===== src/verilog/usdc_pkg.sv =====
package usdc_pkg;
  //Function
  //- Select bit 0 feeds PHY regulator from cable bus, 1 from boost.
  //- Bus switch closes only with drive pin high and select bit 1.
  //- Closing the bus switch never starts the boost; its own bit does.
  //- Cold start loads select bit from config pin: open 0, grounded 1.
  //- Grounded config pin also defaults the boost enable bit to 1.
  //- Writing select bit 1 enables PHY regulator and auxiliary regulator.
  //- Bus-valid and session-valid events still flag while boost drives bus.
  //- Open pin: regulator off until bus detected, then on from cable.
  //- Open pin: enable bit powers up 1, forced 1 on reset or bus loss.
  //- Over-voltage disables regulator, disconnects within 1 us, raises interrupt.
  //- Aux voltage field 00/01/10/11 gives 2.400/2.600/2.700/2.775 V.
  //- Bus-valid debounce: rising 20 to 24 ms, falling 8 to 12 ms.
  //- Session-valid debounce: rising 20 to 40 ms, falling 8 to 12 ms.
  //- Each bus comparator has sense bit, mask bit and interrupt pin event.
  //- Pull-up type bit picks current source or resistor; parallel bit adds.
  //- ID senses float,ground,factory: 010 resistor, 000 ground, 110 float, 111 voltage.
  //- Each ID condition has its own pollable sense bit and maskable interrupt.
  localparam int CLK_PERIOD_NS   = 10;
  localparam int VBUS_RISE_MS    = 20;
  localparam int VBUS_FALL_MS    = 8;
  localparam int SESS_RISE_MS    = 20;
  localparam int SESS_FALL_MS    = 8;
  localparam int NS_PER_MS       = 1000000;
  localparam int VBUS_RISE_CYCLES = VBUS_RISE_MS * NS_PER_MS / CLK_PERIOD_NS;
  localparam int VBUS_FALL_CYCLES = VBUS_FALL_MS * NS_PER_MS / CLK_PERIOD_NS;
  localparam int SESS_RISE_CYCLES = SESS_RISE_MS * NS_PER_MS / CLK_PERIOD_NS;
  localparam int SESS_FALL_CYCLES = SESS_FALL_MS * NS_PER_MS / CLK_PERIOD_NS;
  localparam int OV_DISC_NS      = 1000;
  localparam int OV_DISC_CYCLES  = OV_DISC_NS / CLK_PERIOD_NS;
  localparam int DB_W            = 22;
  localparam int SYN_N           = 9;
  localparam int SYN_VBUS        = 0;
  localparam int SYN_SESS        = 1;
  localparam int SYN_OV          = 2;
  localparam int SYN_IDFL        = 3;
  localparam int SYN_IDGN        = 4;
  localparam int SYN_IDFA        = 5;
  localparam int SYN_DRV         = 6;
  localparam int SYN_CFG         = 7;
  localparam int SYN_SRST        = 8;
  localparam int IRQ_N           = 6;
  localparam int IRQ_VBUS        = 0;
  localparam int IRQ_SESS        = 1;
  localparam int IRQ_OV          = 2;
  localparam int IRQ_IDFL        = 3;
  localparam int IRQ_IDGN        = 4;
  localparam int IRQ_IDFA        = 5;
  localparam logic [1:0]  INIT_WAIT = 2'h3;
  localparam logic [11:0] AUX_MV0   = 12'h0960;
  localparam logic [11:0] AUX_MV1   = 12'h0a28;
  localparam logic [11:0] AUX_MV2   = 12'h0a8c;
  localparam logic [11:0] AUX_MV3   = 12'h0ad7;
  typedef enum logic [1:0] {
    ST_INIT = 2'b01,
    ST_RUN  = 2'b10
  } usdc_state_e;
endpackage


===== src/verilog/usdc_top.sv =====
module usdc_top
  import usdc_pkg::*;
#(
  parameter int VBUS_RISE_CYC = VBUS_RISE_CYCLES,
  parameter int VBUS_FALL_CYC = VBUS_FALL_CYCLES,
  parameter int SESS_RISE_CYC = SESS_RISE_CYCLES,
  parameter int SESS_FALL_CYC = SESS_FALL_CYCLES
)(
  input  wire logic             sys_clk,
  input  wire logic             rst_n,
  input  wire logic             vbus_valid_cmp,
  input  wire logic             session_valid_cmp,
  input  wire logic             overvoltage_cmp,
  input  wire logic             id_float_cmp,
  input  wire logic             id_ground_cmp,
  input  wire logic             id_factory_cmp,
  input  wire logic             bus_drive_enable_pin,
  input  wire logic             startup_config_pin,
  input  wire logic             system_reset_n,
  input  wire logic             otg_select_wr,
  input  wire logic             otg_select_wdata,
  input  wire logic             input_select_wr,
  input  wire logic             input_select_wdata,
  input  wire logic             boost_enable_wr,
  input  wire logic             boost_enable_wdata,
  input  wire logic             phy_enable_wr,
  input  wire logic             phy_enable_wdata,
  input  wire logic             aux_enable_wr,
  input  wire logic             aux_enable_wdata,
  input  wire logic             aux_voltage_wr,
  input  wire logic [1:0]       aux_voltage_wdata,
  input  wire logic             id_pullup_type_in,
  input  wire logic             id_parallel_pullup_in,
  input  wire logic [IRQ_N-1:0] irq_mask,
  input  wire logic [IRQ_N-1:0] irq_clear,
  output logic                  otg_supply_select_ff,
  output logic                  regulator_input_select_ff,
  output logic                  boost_otg_enable_ff,
  output logic                  phy_regulator_enable_ff,
  output logic                  phy_regulator_on_ff,
  output logic                  aux_phy_regulator_enable_ff,
  output logic [1:0]            aux_voltage_sel_ff,
  output logic [11:0]           aux_voltage_mv_ff,
  output logic                  bus_switch_close_ff,
  output logic                  bus_disconnect_ff,
  output logic                  id_pullup_type_ff,
  output logic                  id_parallel_pullup_ff,
  output logic                  vbus_valid_sense_ff,
  output logic                  session_valid_sense_ff,
  output logic                  overvoltage_sense_ff,
  output logic                  id_float_sense_ff,
  output logic                  id_ground_sense_ff,
  output logic                  id_factory_sense_ff,
  output logic [IRQ_N-1:0]      irq_flags_ff,
  output logic                  int_n_ff
);

  logic [SYN_N-1:0] sync1_ff;
  logic [SYN_N-1:0] sync2_ff;
  logic [SYN_N-1:0] raw_in;
  logic [1:0]       deb_ff;
  logic [1:0]       deb_flip;
  logic [DB_W-1:0]  db_cnt_ff [2];
  logic             srst_q_ff;
  logic             cfg_grounded_ff;
  logic [1:0]       init_cnt_ff;
  usdc_state_e      state_ff;
  logic             init_load;
  logic             run;
  logic             force_enable;
  logic [IRQ_N-1:0] irq_evt;

  assign raw_in = {system_reset_n, startup_config_pin, bus_drive_enable_pin,
                   id_factory_cmp, id_ground_cmp, id_float_cmp,
                   overvoltage_cmp, session_valid_cmp, vbus_valid_cmp};

  // Two-stage synchronisers for every pin input
  always_ff @(posedge sys_clk) begin
    if (!rst_n) begin
      sync1_ff <= '0;
      sync2_ff <= '0;
    end else begin
      sync1_ff <= raw_in;
      sync2_ff <= sync1_ff;
    end
  end

  // Cold-start sequencing waits for the synchronised config pin
  always_ff @(posedge sys_clk) begin
    if (!rst_n) begin
      state_ff    <= ST_INIT;
      init_cnt_ff <= '0;
    end else begin
      case (state_ff)
        ST_INIT: begin
          if (init_cnt_ff == INIT_WAIT) begin
            state_ff <= ST_RUN;
          end else begin
            init_cnt_ff <= init_cnt_ff + 2'h1;
          end
        end
        ST_RUN: state_ff <= ST_RUN;
        default: state_ff <= ST_INIT;
      endcase
    end
  end

  assign init_load = (state_ff == ST_INIT) && (init_cnt_ff == INIT_WAIT);
  assign run       = (state_ff == ST_RUN);

  always_ff @(posedge sys_clk) begin
    if (!rst_n) begin
      cfg_grounded_ff <= 1'b0;
    end else if (init_load) begin
      cfg_grounded_ff <= ~sync2_ff[SYN_CFG];
    end
  end

  // Bus comparator debouncers, asymmetric rise and fall times
  genvar ch;
  for (ch = 0; ch < 2; ch++) begin : g_deb
    localparam int RISE_C = (ch == 0) ? VBUS_RISE_CYC : SESS_RISE_CYC;
    localparam int FALL_C = (ch == 0) ? VBUS_FALL_CYC : SESS_FALL_CYC;
    logic            raw;
    logic [DB_W-1:0] lim;
    assign raw = sync2_ff[SYN_VBUS + ch];
    assign lim = deb_ff[ch] ? DB_W'(FALL_C - 1) : DB_W'(RISE_C - 1);
    assign deb_flip[ch] = (raw != deb_ff[ch]) && (db_cnt_ff[ch] == lim);
    always_ff @(posedge sys_clk) begin
      if (!rst_n) begin
        deb_ff[ch]    <= 1'b0;
        db_cnt_ff[ch] <= '0;
      end else if (raw == deb_ff[ch]) begin
        db_cnt_ff[ch] <= '0;
      end else if (deb_flip[ch]) begin
        deb_ff[ch]    <= raw;
        db_cnt_ff[ch] <= '0;
      end else begin
        db_cnt_ff[ch] <= db_cnt_ff[ch] + DB_W'(1);
      end
    end

  end

  // Sense bits
  always_ff @(posedge sys_clk) begin
    if (!rst_n) begin
      vbus_valid_sense_ff    <= 1'b0;
      session_valid_sense_ff <= 1'b0;
      overvoltage_sense_ff   <= 1'b0;
      id_float_sense_ff      <= 1'b0;
      id_ground_sense_ff     <= 1'b0;
      id_factory_sense_ff    <= 1'b0;
      srst_q_ff              <= 1'b0;
    end else begin
      vbus_valid_sense_ff    <= deb_ff[0];
      session_valid_sense_ff <= deb_ff[1];
      overvoltage_sense_ff   <= sync2_ff[SYN_OV];
      id_float_sense_ff      <= sync2_ff[SYN_IDFL];
      id_ground_sense_ff     <= sync2_ff[SYN_IDGN];
      id_factory_sense_ff    <= sync2_ff[SYN_IDFA];
      srst_q_ff              <= sync2_ff[SYN_SRST];
    end
  end

  // Events raised regardless of who drives the bus
  assign irq_evt[IRQ_VBUS] = deb_flip[0];
  assign irq_evt[IRQ_SESS] = deb_flip[1];
  assign irq_evt[IRQ_OV]   = sync2_ff[SYN_OV] & ~overvoltage_sense_ff;
  // ID events wait for run so the synchroniser fill after reset is not flagged
  assign irq_evt[IRQ_IDFL] = run & (sync2_ff[SYN_IDFL] ^ id_float_sense_ff);
  assign irq_evt[IRQ_IDGN] = run & (sync2_ff[SYN_IDGN] ^ id_ground_sense_ff);
  assign irq_evt[IRQ_IDFA] = run & (sync2_ff[SYN_IDFA] ^ id_factory_sense_ff);

  // Sticky flags, set wins over clear
  always_ff @(posedge sys_clk) begin
    if (!rst_n) begin
      irq_flags_ff <= '0;
    end else begin
      irq_flags_ff <= (irq_flags_ff & ~irq_clear) | irq_evt;
    end
  end

  always_ff @(posedge sys_clk) begin
    if (!rst_n) begin
      int_n_ff <= 1'b1;
    end else begin
      int_n_ff <= ~|(irq_flags_ff & ~irq_mask);
    end
  end

  // Supply selection
  always_ff @(posedge sys_clk) begin
    if (!rst_n) begin
      otg_supply_select_ff <= 1'b0;
    end else if (init_load) begin
      otg_supply_select_ff <= ~sync2_ff[SYN_CFG];
    end else if (run && otg_select_wr) begin
      otg_supply_select_ff <= otg_select_wdata;
    end
  end

  always_ff @(posedge sys_clk) begin
    if (!rst_n) begin
      regulator_input_select_ff <= 1'b0;
    end else if (init_load) begin
      regulator_input_select_ff <= ~sync2_ff[SYN_CFG];
    end else if (run && otg_select_wr) begin
      regulator_input_select_ff <= otg_select_wdata;
    end else if (run && input_select_wr) begin
      regulator_input_select_ff <= input_select_wdata;
    end
  end

  always_ff @(posedge sys_clk) begin
    if (!rst_n) begin
      boost_otg_enable_ff <= 1'b0;
    end else if (init_load) begin
      boost_otg_enable_ff <= ~sync2_ff[SYN_CFG];
    end else if (run && boost_enable_wr) begin
      boost_otg_enable_ff <= boost_enable_wdata;
    end
  end

  // Forced re-enable with open config pin
  assign force_enable = run && !cfg_grounded_ff &&
                        ((sync2_ff[SYN_SRST] & ~srst_q_ff) ||
                         (deb_flip[0] && deb_ff[0]));

  always_ff @(posedge sys_clk) begin
    if (!rst_n) begin
      phy_regulator_enable_ff <= 1'b0;
    end else if (init_load || force_enable) begin
      phy_regulator_enable_ff <= 1'b1;
    end else if (run && otg_select_wr && otg_select_wdata) begin
      phy_regulator_enable_ff <= 1'b1;
    end else if (run && phy_enable_wr) begin
      phy_regulator_enable_ff <= phy_enable_wdata;
    end
  end

  always_ff @(posedge sys_clk) begin
    if (!rst_n) begin
      aux_phy_regulator_enable_ff <= 1'b0;
    end else if (init_load) begin
      aux_phy_regulator_enable_ff <= ~sync2_ff[SYN_CFG];
    end else if (run && otg_select_wr && otg_select_wdata) begin
      aux_phy_regulator_enable_ff <= 1'b1;
    end else if (run && aux_enable_wr) begin
      aux_phy_regulator_enable_ff <= aux_enable_wdata;
    end
  end

  always_ff @(posedge sys_clk) begin
    if (!rst_n) begin
      aux_voltage_sel_ff <= 2'h0;
    end else if (run && aux_voltage_wr) begin
      aux_voltage_sel_ff <= aux_voltage_wdata;
    end
  end

  always_ff @(posedge sys_clk) begin
    if (!rst_n) begin
      aux_voltage_mv_ff <= AUX_MV0;
    end else begin
      case (aux_voltage_sel_ff)
        2'h0: aux_voltage_mv_ff <= AUX_MV0;
        2'h1: aux_voltage_mv_ff <= AUX_MV1;
        2'h2: aux_voltage_mv_ff <= AUX_MV2;
        2'h3: aux_voltage_mv_ff <= AUX_MV3;
        default: aux_voltage_mv_ff <= AUX_MV0;
      endcase
    end
  end

  // Regulator power, bus switch and over-voltage disconnect
  always_ff @(posedge sys_clk) begin
    if (!rst_n) begin
      phy_regulator_on_ff <= 1'b0;
      bus_switch_close_ff <= 1'b0;
      bus_disconnect_ff   <= 1'b0;
    end else begin
      phy_regulator_on_ff <= run && phy_regulator_enable_ff && !sync2_ff[SYN_OV] &&
                             (regulator_input_select_ff || deb_ff[0]);
      bus_switch_close_ff <= sync2_ff[SYN_DRV] && otg_supply_select_ff &&
                             !sync2_ff[SYN_OV];
      bus_disconnect_ff   <= sync2_ff[SYN_OV];
    end
  end

  // Pull-up controls
  always_ff @(posedge sys_clk) begin
    if (!rst_n) begin
      id_pullup_type_ff     <= 1'b0;
      id_parallel_pullup_ff <= 1'b0;
    end else begin
      id_pullup_type_ff     <= id_pullup_type_in;
      id_parallel_pullup_ff <= id_parallel_pullup_in;
    end
  end
endmodule // usdc_top


===== config.mk =====
export PLATFORM = sky130hd
export DESIGN_NAME = usdc_top
export DESIGN_NICKNAME = d
export VERILOG_FILES = /design/src/verilog/usdc_pkg.sv /design/src/verilog/usdc_top.sv
export SDC_FILE = /design/constraint.sdc
export NUM_CORES = 1
export LEC_CHECK = 0
export BUFFER_PORTS_ARGS = -buffer_cell sky130_fd_sc_hd__buf_2
export CAP_MARGIN = 20
export CORE_MARGIN = 10
export CORE_UTILIZATION = 51
export CTS_BUF_LIST = sky130_fd_sc_hd__clkbuf_8 sky130_fd_sc_hd__clkbuf_16
export DETAILED_ROUTE_END_ITERATION = 16
export HOLD_SLACK_MARGIN = 0.05
export PLACE_DENSITY_LB_ADDON = 0.08
export SLEW_MARGIN = 5
export SYNTH_ARGS = -nofsm -noshare
export SYNTH_HDL_FRONTEND = slang
export SYNTH_SLANG_ARGS = --single-unit

===== constraint.sdc =====
create_clock -name sys_clk -period 1.9 [get_ports sys_clk]
set_clock_uncertainty 0.15 [all_clocks]
set_input_delay 0.38 -clock sys_clk [delete_from_list [all_inputs] [get_ports sys_clk]]
set_output_delay 0.38 -clock sys_clk [all_outputs]
set_load 0.05 [all_outputs]

==> results of run 1 <==
layout by cell type (no fill, tap or decap), drive strengths merged, types with 5 or more instances in the layout:
cell | synthesis | layout
clkbuf | 9 | 11
edfxtp | 44 | 44
xnor2 | 15 | 15
mux2i | 6 | 6
inv | 24 | 27
buf | 13 | 139
nor2 | 34 | 34
and3 | 9 | 9
nand3 | 18 | 18
ha | 9 | 9
dlygate4sd3 | 0 | 6
or4 | 7 | 7
xor2 | 16 | 16
conb | 2 | 46
a21oi | 19 | 19
nand2 | 27 | 27
nand4 | 11 | 11
o21ai | 13 | 13
nor4 | 7 | 7
o31ai | 7 | 7
or3 | 8 | 9
o22ai | 6 | 6
and2 | 35 | 35
dfxtp | 57 | 57
and4 | 5 | 5
worst reg2reg max path, cell delays in order (launching register included):
cell       delay, ps
edfxtp_1         420
or4_4            570
nor4_4           190
a31o_4           260
clkbuf_16        170
a21oi_2           30
area by class of cell:
type	instances	area share, %
Clock inverter	7	0.904
Sequential cell	101	38.7
Inverter	24	1.41
Multi-Input combinational cell	348	38.9
Tap cell	108	2.12
Clock buffer	9	1.94
Timing Repair Buffer	147	16.0
kinds of logic (layout without fill, tap and decap cells):
family / count (synthesis) / after routing / share of synthesized area (%)
mux: 6 / 6 / 1.29
fa+ha+maj: 9 / 9 / 2.42
buf+inv: 46 / 187 / 4.48
compound gates: 65 / 65 / 9.10
simple gates: 190 / 191 / 23.9
other cells: 2 / 46 / 0.161
flops: 101 / 101 / 52.8
xor+xnor: 31 / 31 / 5.82
metal layers:
metal	wire (µm)	track usage [%]
met5	0	0
met4	198	5.59
met3	417	3.72
met2	5940	29.2
met1	4530	17.5
through the flow:
stage	hold WS (ps)	area, µm²	setup TNS (ps)	instances
4_1_cts	52.8	6010	-1430	736
5_1_grt	63.1	6370	-6300	744
3_3_place_gp	266	5720	-421	710
2_1_floorplan	262	4890	-689	494
3_5_place_dp	270	5720	-1520	710
6_report	64.5	6370	-4140	744
worst max path at each step:
stage,depth (start not counted),startpoint,slack [ps],to
after global routing,6,db_cnt_ff[0][0]$_SDFFCE_PN0P_,-180,db_cnt_ff[0][21]$_SDFFCE_PN0P_
after CTS,5,db_cnt_ff[1][16]$_SDFFCE_PN0P_,-80,db_cnt_ff[1][2]$_SDFFCE_PN0P_
after global placement,5,db_cnt_ff[1][16]$_SDFFCE_PN0P_,-30,db_cnt_ff[1][12]$_SDFFCE_PN0P_
after detailed placement,5,db_cnt_ff[1][16]$_SDFFCE_PN0P_,-80,db_cnt_ff[1][2]$_SDFFCE_PN0P_
after floorplan,6,db_cnt_ff[1][0]$_SDFFCE_PN0P_,-70,db_cnt_ff[1][20]$_SDFFCE_PN0P_
final,5,db_cnt_ff[1][16]$_SDFFCE_PN0P_,-130,db_cnt_ff[1][17]$_SDFFCE_PN0P_
state kept, by name, summed over array words and instances, names as in the netlist, 2 cells and up:
| signal | flops |
|---|---|
| irq_flags_ff | 6 |
| sync2_ff | 9 |
| init_cnt_ff | 2 |
| aux_voltage_mv_ff | 7 |
| deb_ff | 2 |
| state_ff | 2 |
| aux_voltage_sel_ff | 2 |
| sync1_ff | 9 |
| db_cnt_ff | 44 |
power by group:
part / internal [W] / switching, W / total [W]
logic: 0.000315 / 0.000479 / 0.000794
clock network: 0.000496 / 0.000789 / 0.00128
registers: 0.00240 / 0.0000933 / 0.00250
timing repair:
item / 4_1_cts / 5_1_grt
cloned: 0 / 3
endpoints found under the setup margin: 41 / 45
pin swaps: 3 / 20
buffers inserted: 4 / 5
hold endpoints to repair: 6 / 0
resized for setup: 3 / 64
hold buffers: 6 / 0
==> metrics, run 1 <==
First-pass DRT Iterations 4; CP Launch Type flip-flop; Final nets 678; Die Height 116 µm; max-cap viol count 0; run status finished with violations; Site Rows 34; Max clock buf depth 2; sequential fraction of the synthesis area 52.8%; Congestion Overflow GR 0; Avg Cell Area, Syn 10.4 µm²; Mapped Area 0.00466 mm²; Leak 2.66 nW; Final Wtd Congestion 0.841; initial DRC count 182; dominant cell type by area after synthesis edfxtp_1; FMAX 0.493 GHz; pre-CTS WS -80.3 ps; Worst-path clk slew 100 ps; Worst-Skew Late Latency 380 ps; clock root buffer clkbuf_8; count leader, synth dfxtp_1; Tcrit/Tclk final 107%; detailed placement HPWL 8000 µm; Tot GR Track Use 15.9%; DR vias 3818; post-layout util 72.3%; I/O pins 75; HP Class primary input to flip-flop; Slew Viols, Final 0; Area growth syn-to-layout 36.6%; worst IR drop on VDD 0.407 mV; Worst R2R Start db_cnt_ff[1][16]$_SDFFCE_PN0P_; Arr. time, crit path 2000 ps; Total Wirelength 11100 µm; R2R Setup Slk -130 ps; #FFs+latches synth 101; final hold viol count 0; largest net degree at the start of global routing 23; Final setup viols 41; Post-synth EDFFs 44; critical path's top delay family simple AND/OR/NAND/NOR gates; Worst R2R End db_cnt_ff[1][17]$_SDFFCE_PN0P_; RSZ-0062 raised after global routing true; most frequent cells after synthesis dfxtp_1, edfxtp_1, and2_1, nor2_1, nand2_1; crit-path max FO 6; drc violations 0; Yosys top cell area share 28.3%; Syn. warnings 0; storage element area 0.00246 mm²; antenna cells 0; Synth Flop Type dfxtp_1; Core ar. 0.00881 mm²; post-synthesis async set-or-reset flop share 0%; synth top area cells edfxtp_1, dfxtp_1, and2_1; vias in the first global route 3854; Required @ worst endpoint 1870 ps; post-route worst setup slack -127 ps; CTS tree done; worst hold start bus_drive_enable_pin; footprint of the multi-input gates 0.00248 mm²; CP bufs+invs 1; Reg2Reg Depth 5; die width 116 µm; post-route ant nets 0; filler cell count 667; WHS Path Cells 2; endpoint class of the critical path flip-flop; Starting Density 52.9%; worst min-delay path endpoint sync1_ff[6]$_SDFF_PN0_; die area 0.0134 mm²; PD cells 718 mW/mm²; CTS buffer count 9; H-tree levels 3; Avg WL per Cell 14.9 µm; Power Total 0.00458 W; layout cells sized above 1 34.6%; initial antenna violation count 0; first-pass GRT wire length 17300 µm; Vias per Instance 5.13; CP Cell Sequence or4_4 -> nor4_4 -> a31o_4 -> clkbuf_16 -> a21oi_2; min cycle time layout 2030 ps; Critical Setup Path Class flip-flop to flip-flop; CTS Sinks 101; failing checks setup timing; cells after synthesis 450; IO buf count 72; CP max stage delay 570 ps; CP max stage cell or4_4; Synth cell types 58
Power figures use the tool's default switching activity.
==> run 2: changes to the inputs <==
Settings changed: PLACE_DENSITY set to 0.76, PLACE_DENSITY_LB_ADDON 0.08 to unset.
==> run 2 against run 1 <==
  * The run still ends with setup timing left
  * Register-to-register slack worse by 30 ps
  * Critical path type unchanged
  * Sequential share of layout area down 0.36 points
  * Sequential power about the same
  * Largest power group unchanged
==> metrics, run 2 (synthesis gave the netlist of run 1 again) <==
DRT met1 WL 4920 µm; met3 WL 600 µm; final hold viol count 0; run status finished with violations; endpoint class of the critical path flip-flop; detailed placement HPWL 8220 µm; Required @ worst endpoint 1880 ps; Tot GR Track Use 16.8%; top layer in use met4; Min Hold Slack 59.6 ps; Internal 0.00325 W; max-cap viol count 0; clock root buffer clkbuf_8; largest net degree at the start of global routing 25; post-layout util 73.0%; DR vias 3976; antenna cells 0; post-route worst setup slack -160 ps; PD cells 728 mW/mm²; die area 0.0134 mm²; sw power 0.00143 W; FMAX 0.486 GHz; Starting Density 52.9%; Sw Share 30.6%; Final nets 690; crit-path max FO 8; max reg flops 44; biggest regs db_cnt_ff x44, sync1_ff x9, sync2_ff x9; Worst-path clk slew 110 ps; vias in the first global route 3912; most frequent cells in the layout buf_4, buf_2, dfxtp_1; largest reg by FF count db_cnt_ff; Area growth syn-to-layout 37.9%; Max clock buf depth 2; most common cell after layout, fill and taps aside buf_4; Final Wtd Congestion 0.841; post-route ant nets 0; Congestion Overflow GR 0; filler cell count 610; CTS Sinks 101; Worst-Skew Late Latency 380 ps; CP max stage delay 560 ps; Vias per Instance 5.26; Site Rows 34; drc violations 0; Leak 2.72 nW; WL met2 6230 µm; Critical Setup Path Class flip-flop to flip-flop; CTS buffer count 9; critical path's top delay family simple AND/OR/NAND/NOR gates; Gate power share 17.3%; initial antenna violation count 0; clock share of power 29.3%; Tcrit/Tclk final 108%; Die Height 116 µm; CP Launch Type flip-flop; first-pass GRT wire length 18400 µm; initial DRC count 220; H-tree levels 3; Slew Viols, Final 0; Seq pwr share 53.4%; layout cells sized above 1 36.1%; failing checks setup timing; IO buf count 72; CP bufs+invs 1; HP Class primary input to flip-flop; die width 116 µm; min cycle time layout 2060 ps; Arr. time, crit path 2040 ps; CP Cell Sequence or4_4 -> nor4_4 -> a31o_4 -> clkbuf_16 -> a21oi_2; CTS tree done; worst IR drop on VDD 0.484 mV; Core ar. 0.00881 mm²; Total Wirelength 11900 µm; I/O pins 75; CP max stage cell or4_4; Final setup viols 38; Avg WL per Cell 15.8 µm; RSZ-0062 raised after global routing true; First-pass DRT Iterations 5
-- run 2: changes by cell type in the layout (fill, tap and decap cells not counted), sizes merged --
cell | before | now
dlygate4sd3 | 6 | 7
or3 | 9 | 8
buf | 139 | 151
-- run 2: area by class of cell --
type,instances,area [µm²],share of cell area [%]
Sequential cell,101,2460,38.3
Multi-Input combinational cell,347,2440,37.9
Timing Repair Buffer,160,1100,17.2
Tap cell,108,135,2.10
Clock buffer,9,124,1.93
Inverter,24,90.1,1.40
Clock inverter,7,76.3,1.19
-- run 2: worst paths after layout --
| kind | start | cells after the start | to | slack, ps |
|---|---|---|---|---|
| setup reg to reg | db_cnt_ff[1][16]$_SDFFCE_PN0P_ | 5 | db_cnt_ff[1][15]$_SDFFCE_PN0P_ | -160 |
| hold reg to reg | sync1_ff[2]$_SDFF_PN0_ | 1 | sync2_ff[2]$_SDFF_PN0_ | 290 |
| setup / recovery | db_cnt_ff[1][16]$_SDFFCE_PN0P_ | 5 | db_cnt_ff[1][15]$_SDFFCE_PN0P_ | -160 |
| hold / removal | vbus_valid_cmp | 2 | sync1_ff[0]$_SDFF_PN0_ | 60 |
-- run 2: per-layer routing --
layer	global-route usage [%]	up-vias
li1	-	1940
met1	20.5	1915
met2	28.5	101
met3	3.72	20
met4	6.09	0
met5	0	-
-- run 2: power groups by stage --
stage               clock network, W  logic [W]  registers [W]
floorplan                          0   0.000379        0.00266
global placement                   0   0.000712        0.00253
detailed placement                 0   0.000741        0.00254
CTS                          0.00139   0.000771        0.00249
global route                 0.00149   0.000886        0.00251
finish                       0.00137   0.000809        0.00250
-- run 2: timing repair --
action / in CTS / in global routing
resized for setup: 7 / 57
pin swaps: 9 / 13
hold buffers: 6 / 1
setup endpoints to repair: 44 / 45
gates cloned: 0 / 2
endpoints found under the hold margin: 6 / 1
setup buffers: 11 / 8
-- run 2: through the flow --
step	setup TNS, ps	power [W]	instance area, µm²	std cells	setup WS [ps]
floorplan	-689	0.00304	4890	494	-72.5
global placement	-750	0.00325	5710	712	-46.4
detailed placement	-3270	0.00328	5710	712	-106
CTS	-1180	0.00465	6090	745	-69.5
global route	-6830	0.00489	6430	756	-232
finish	-3490	0.00468	6430	756	-160
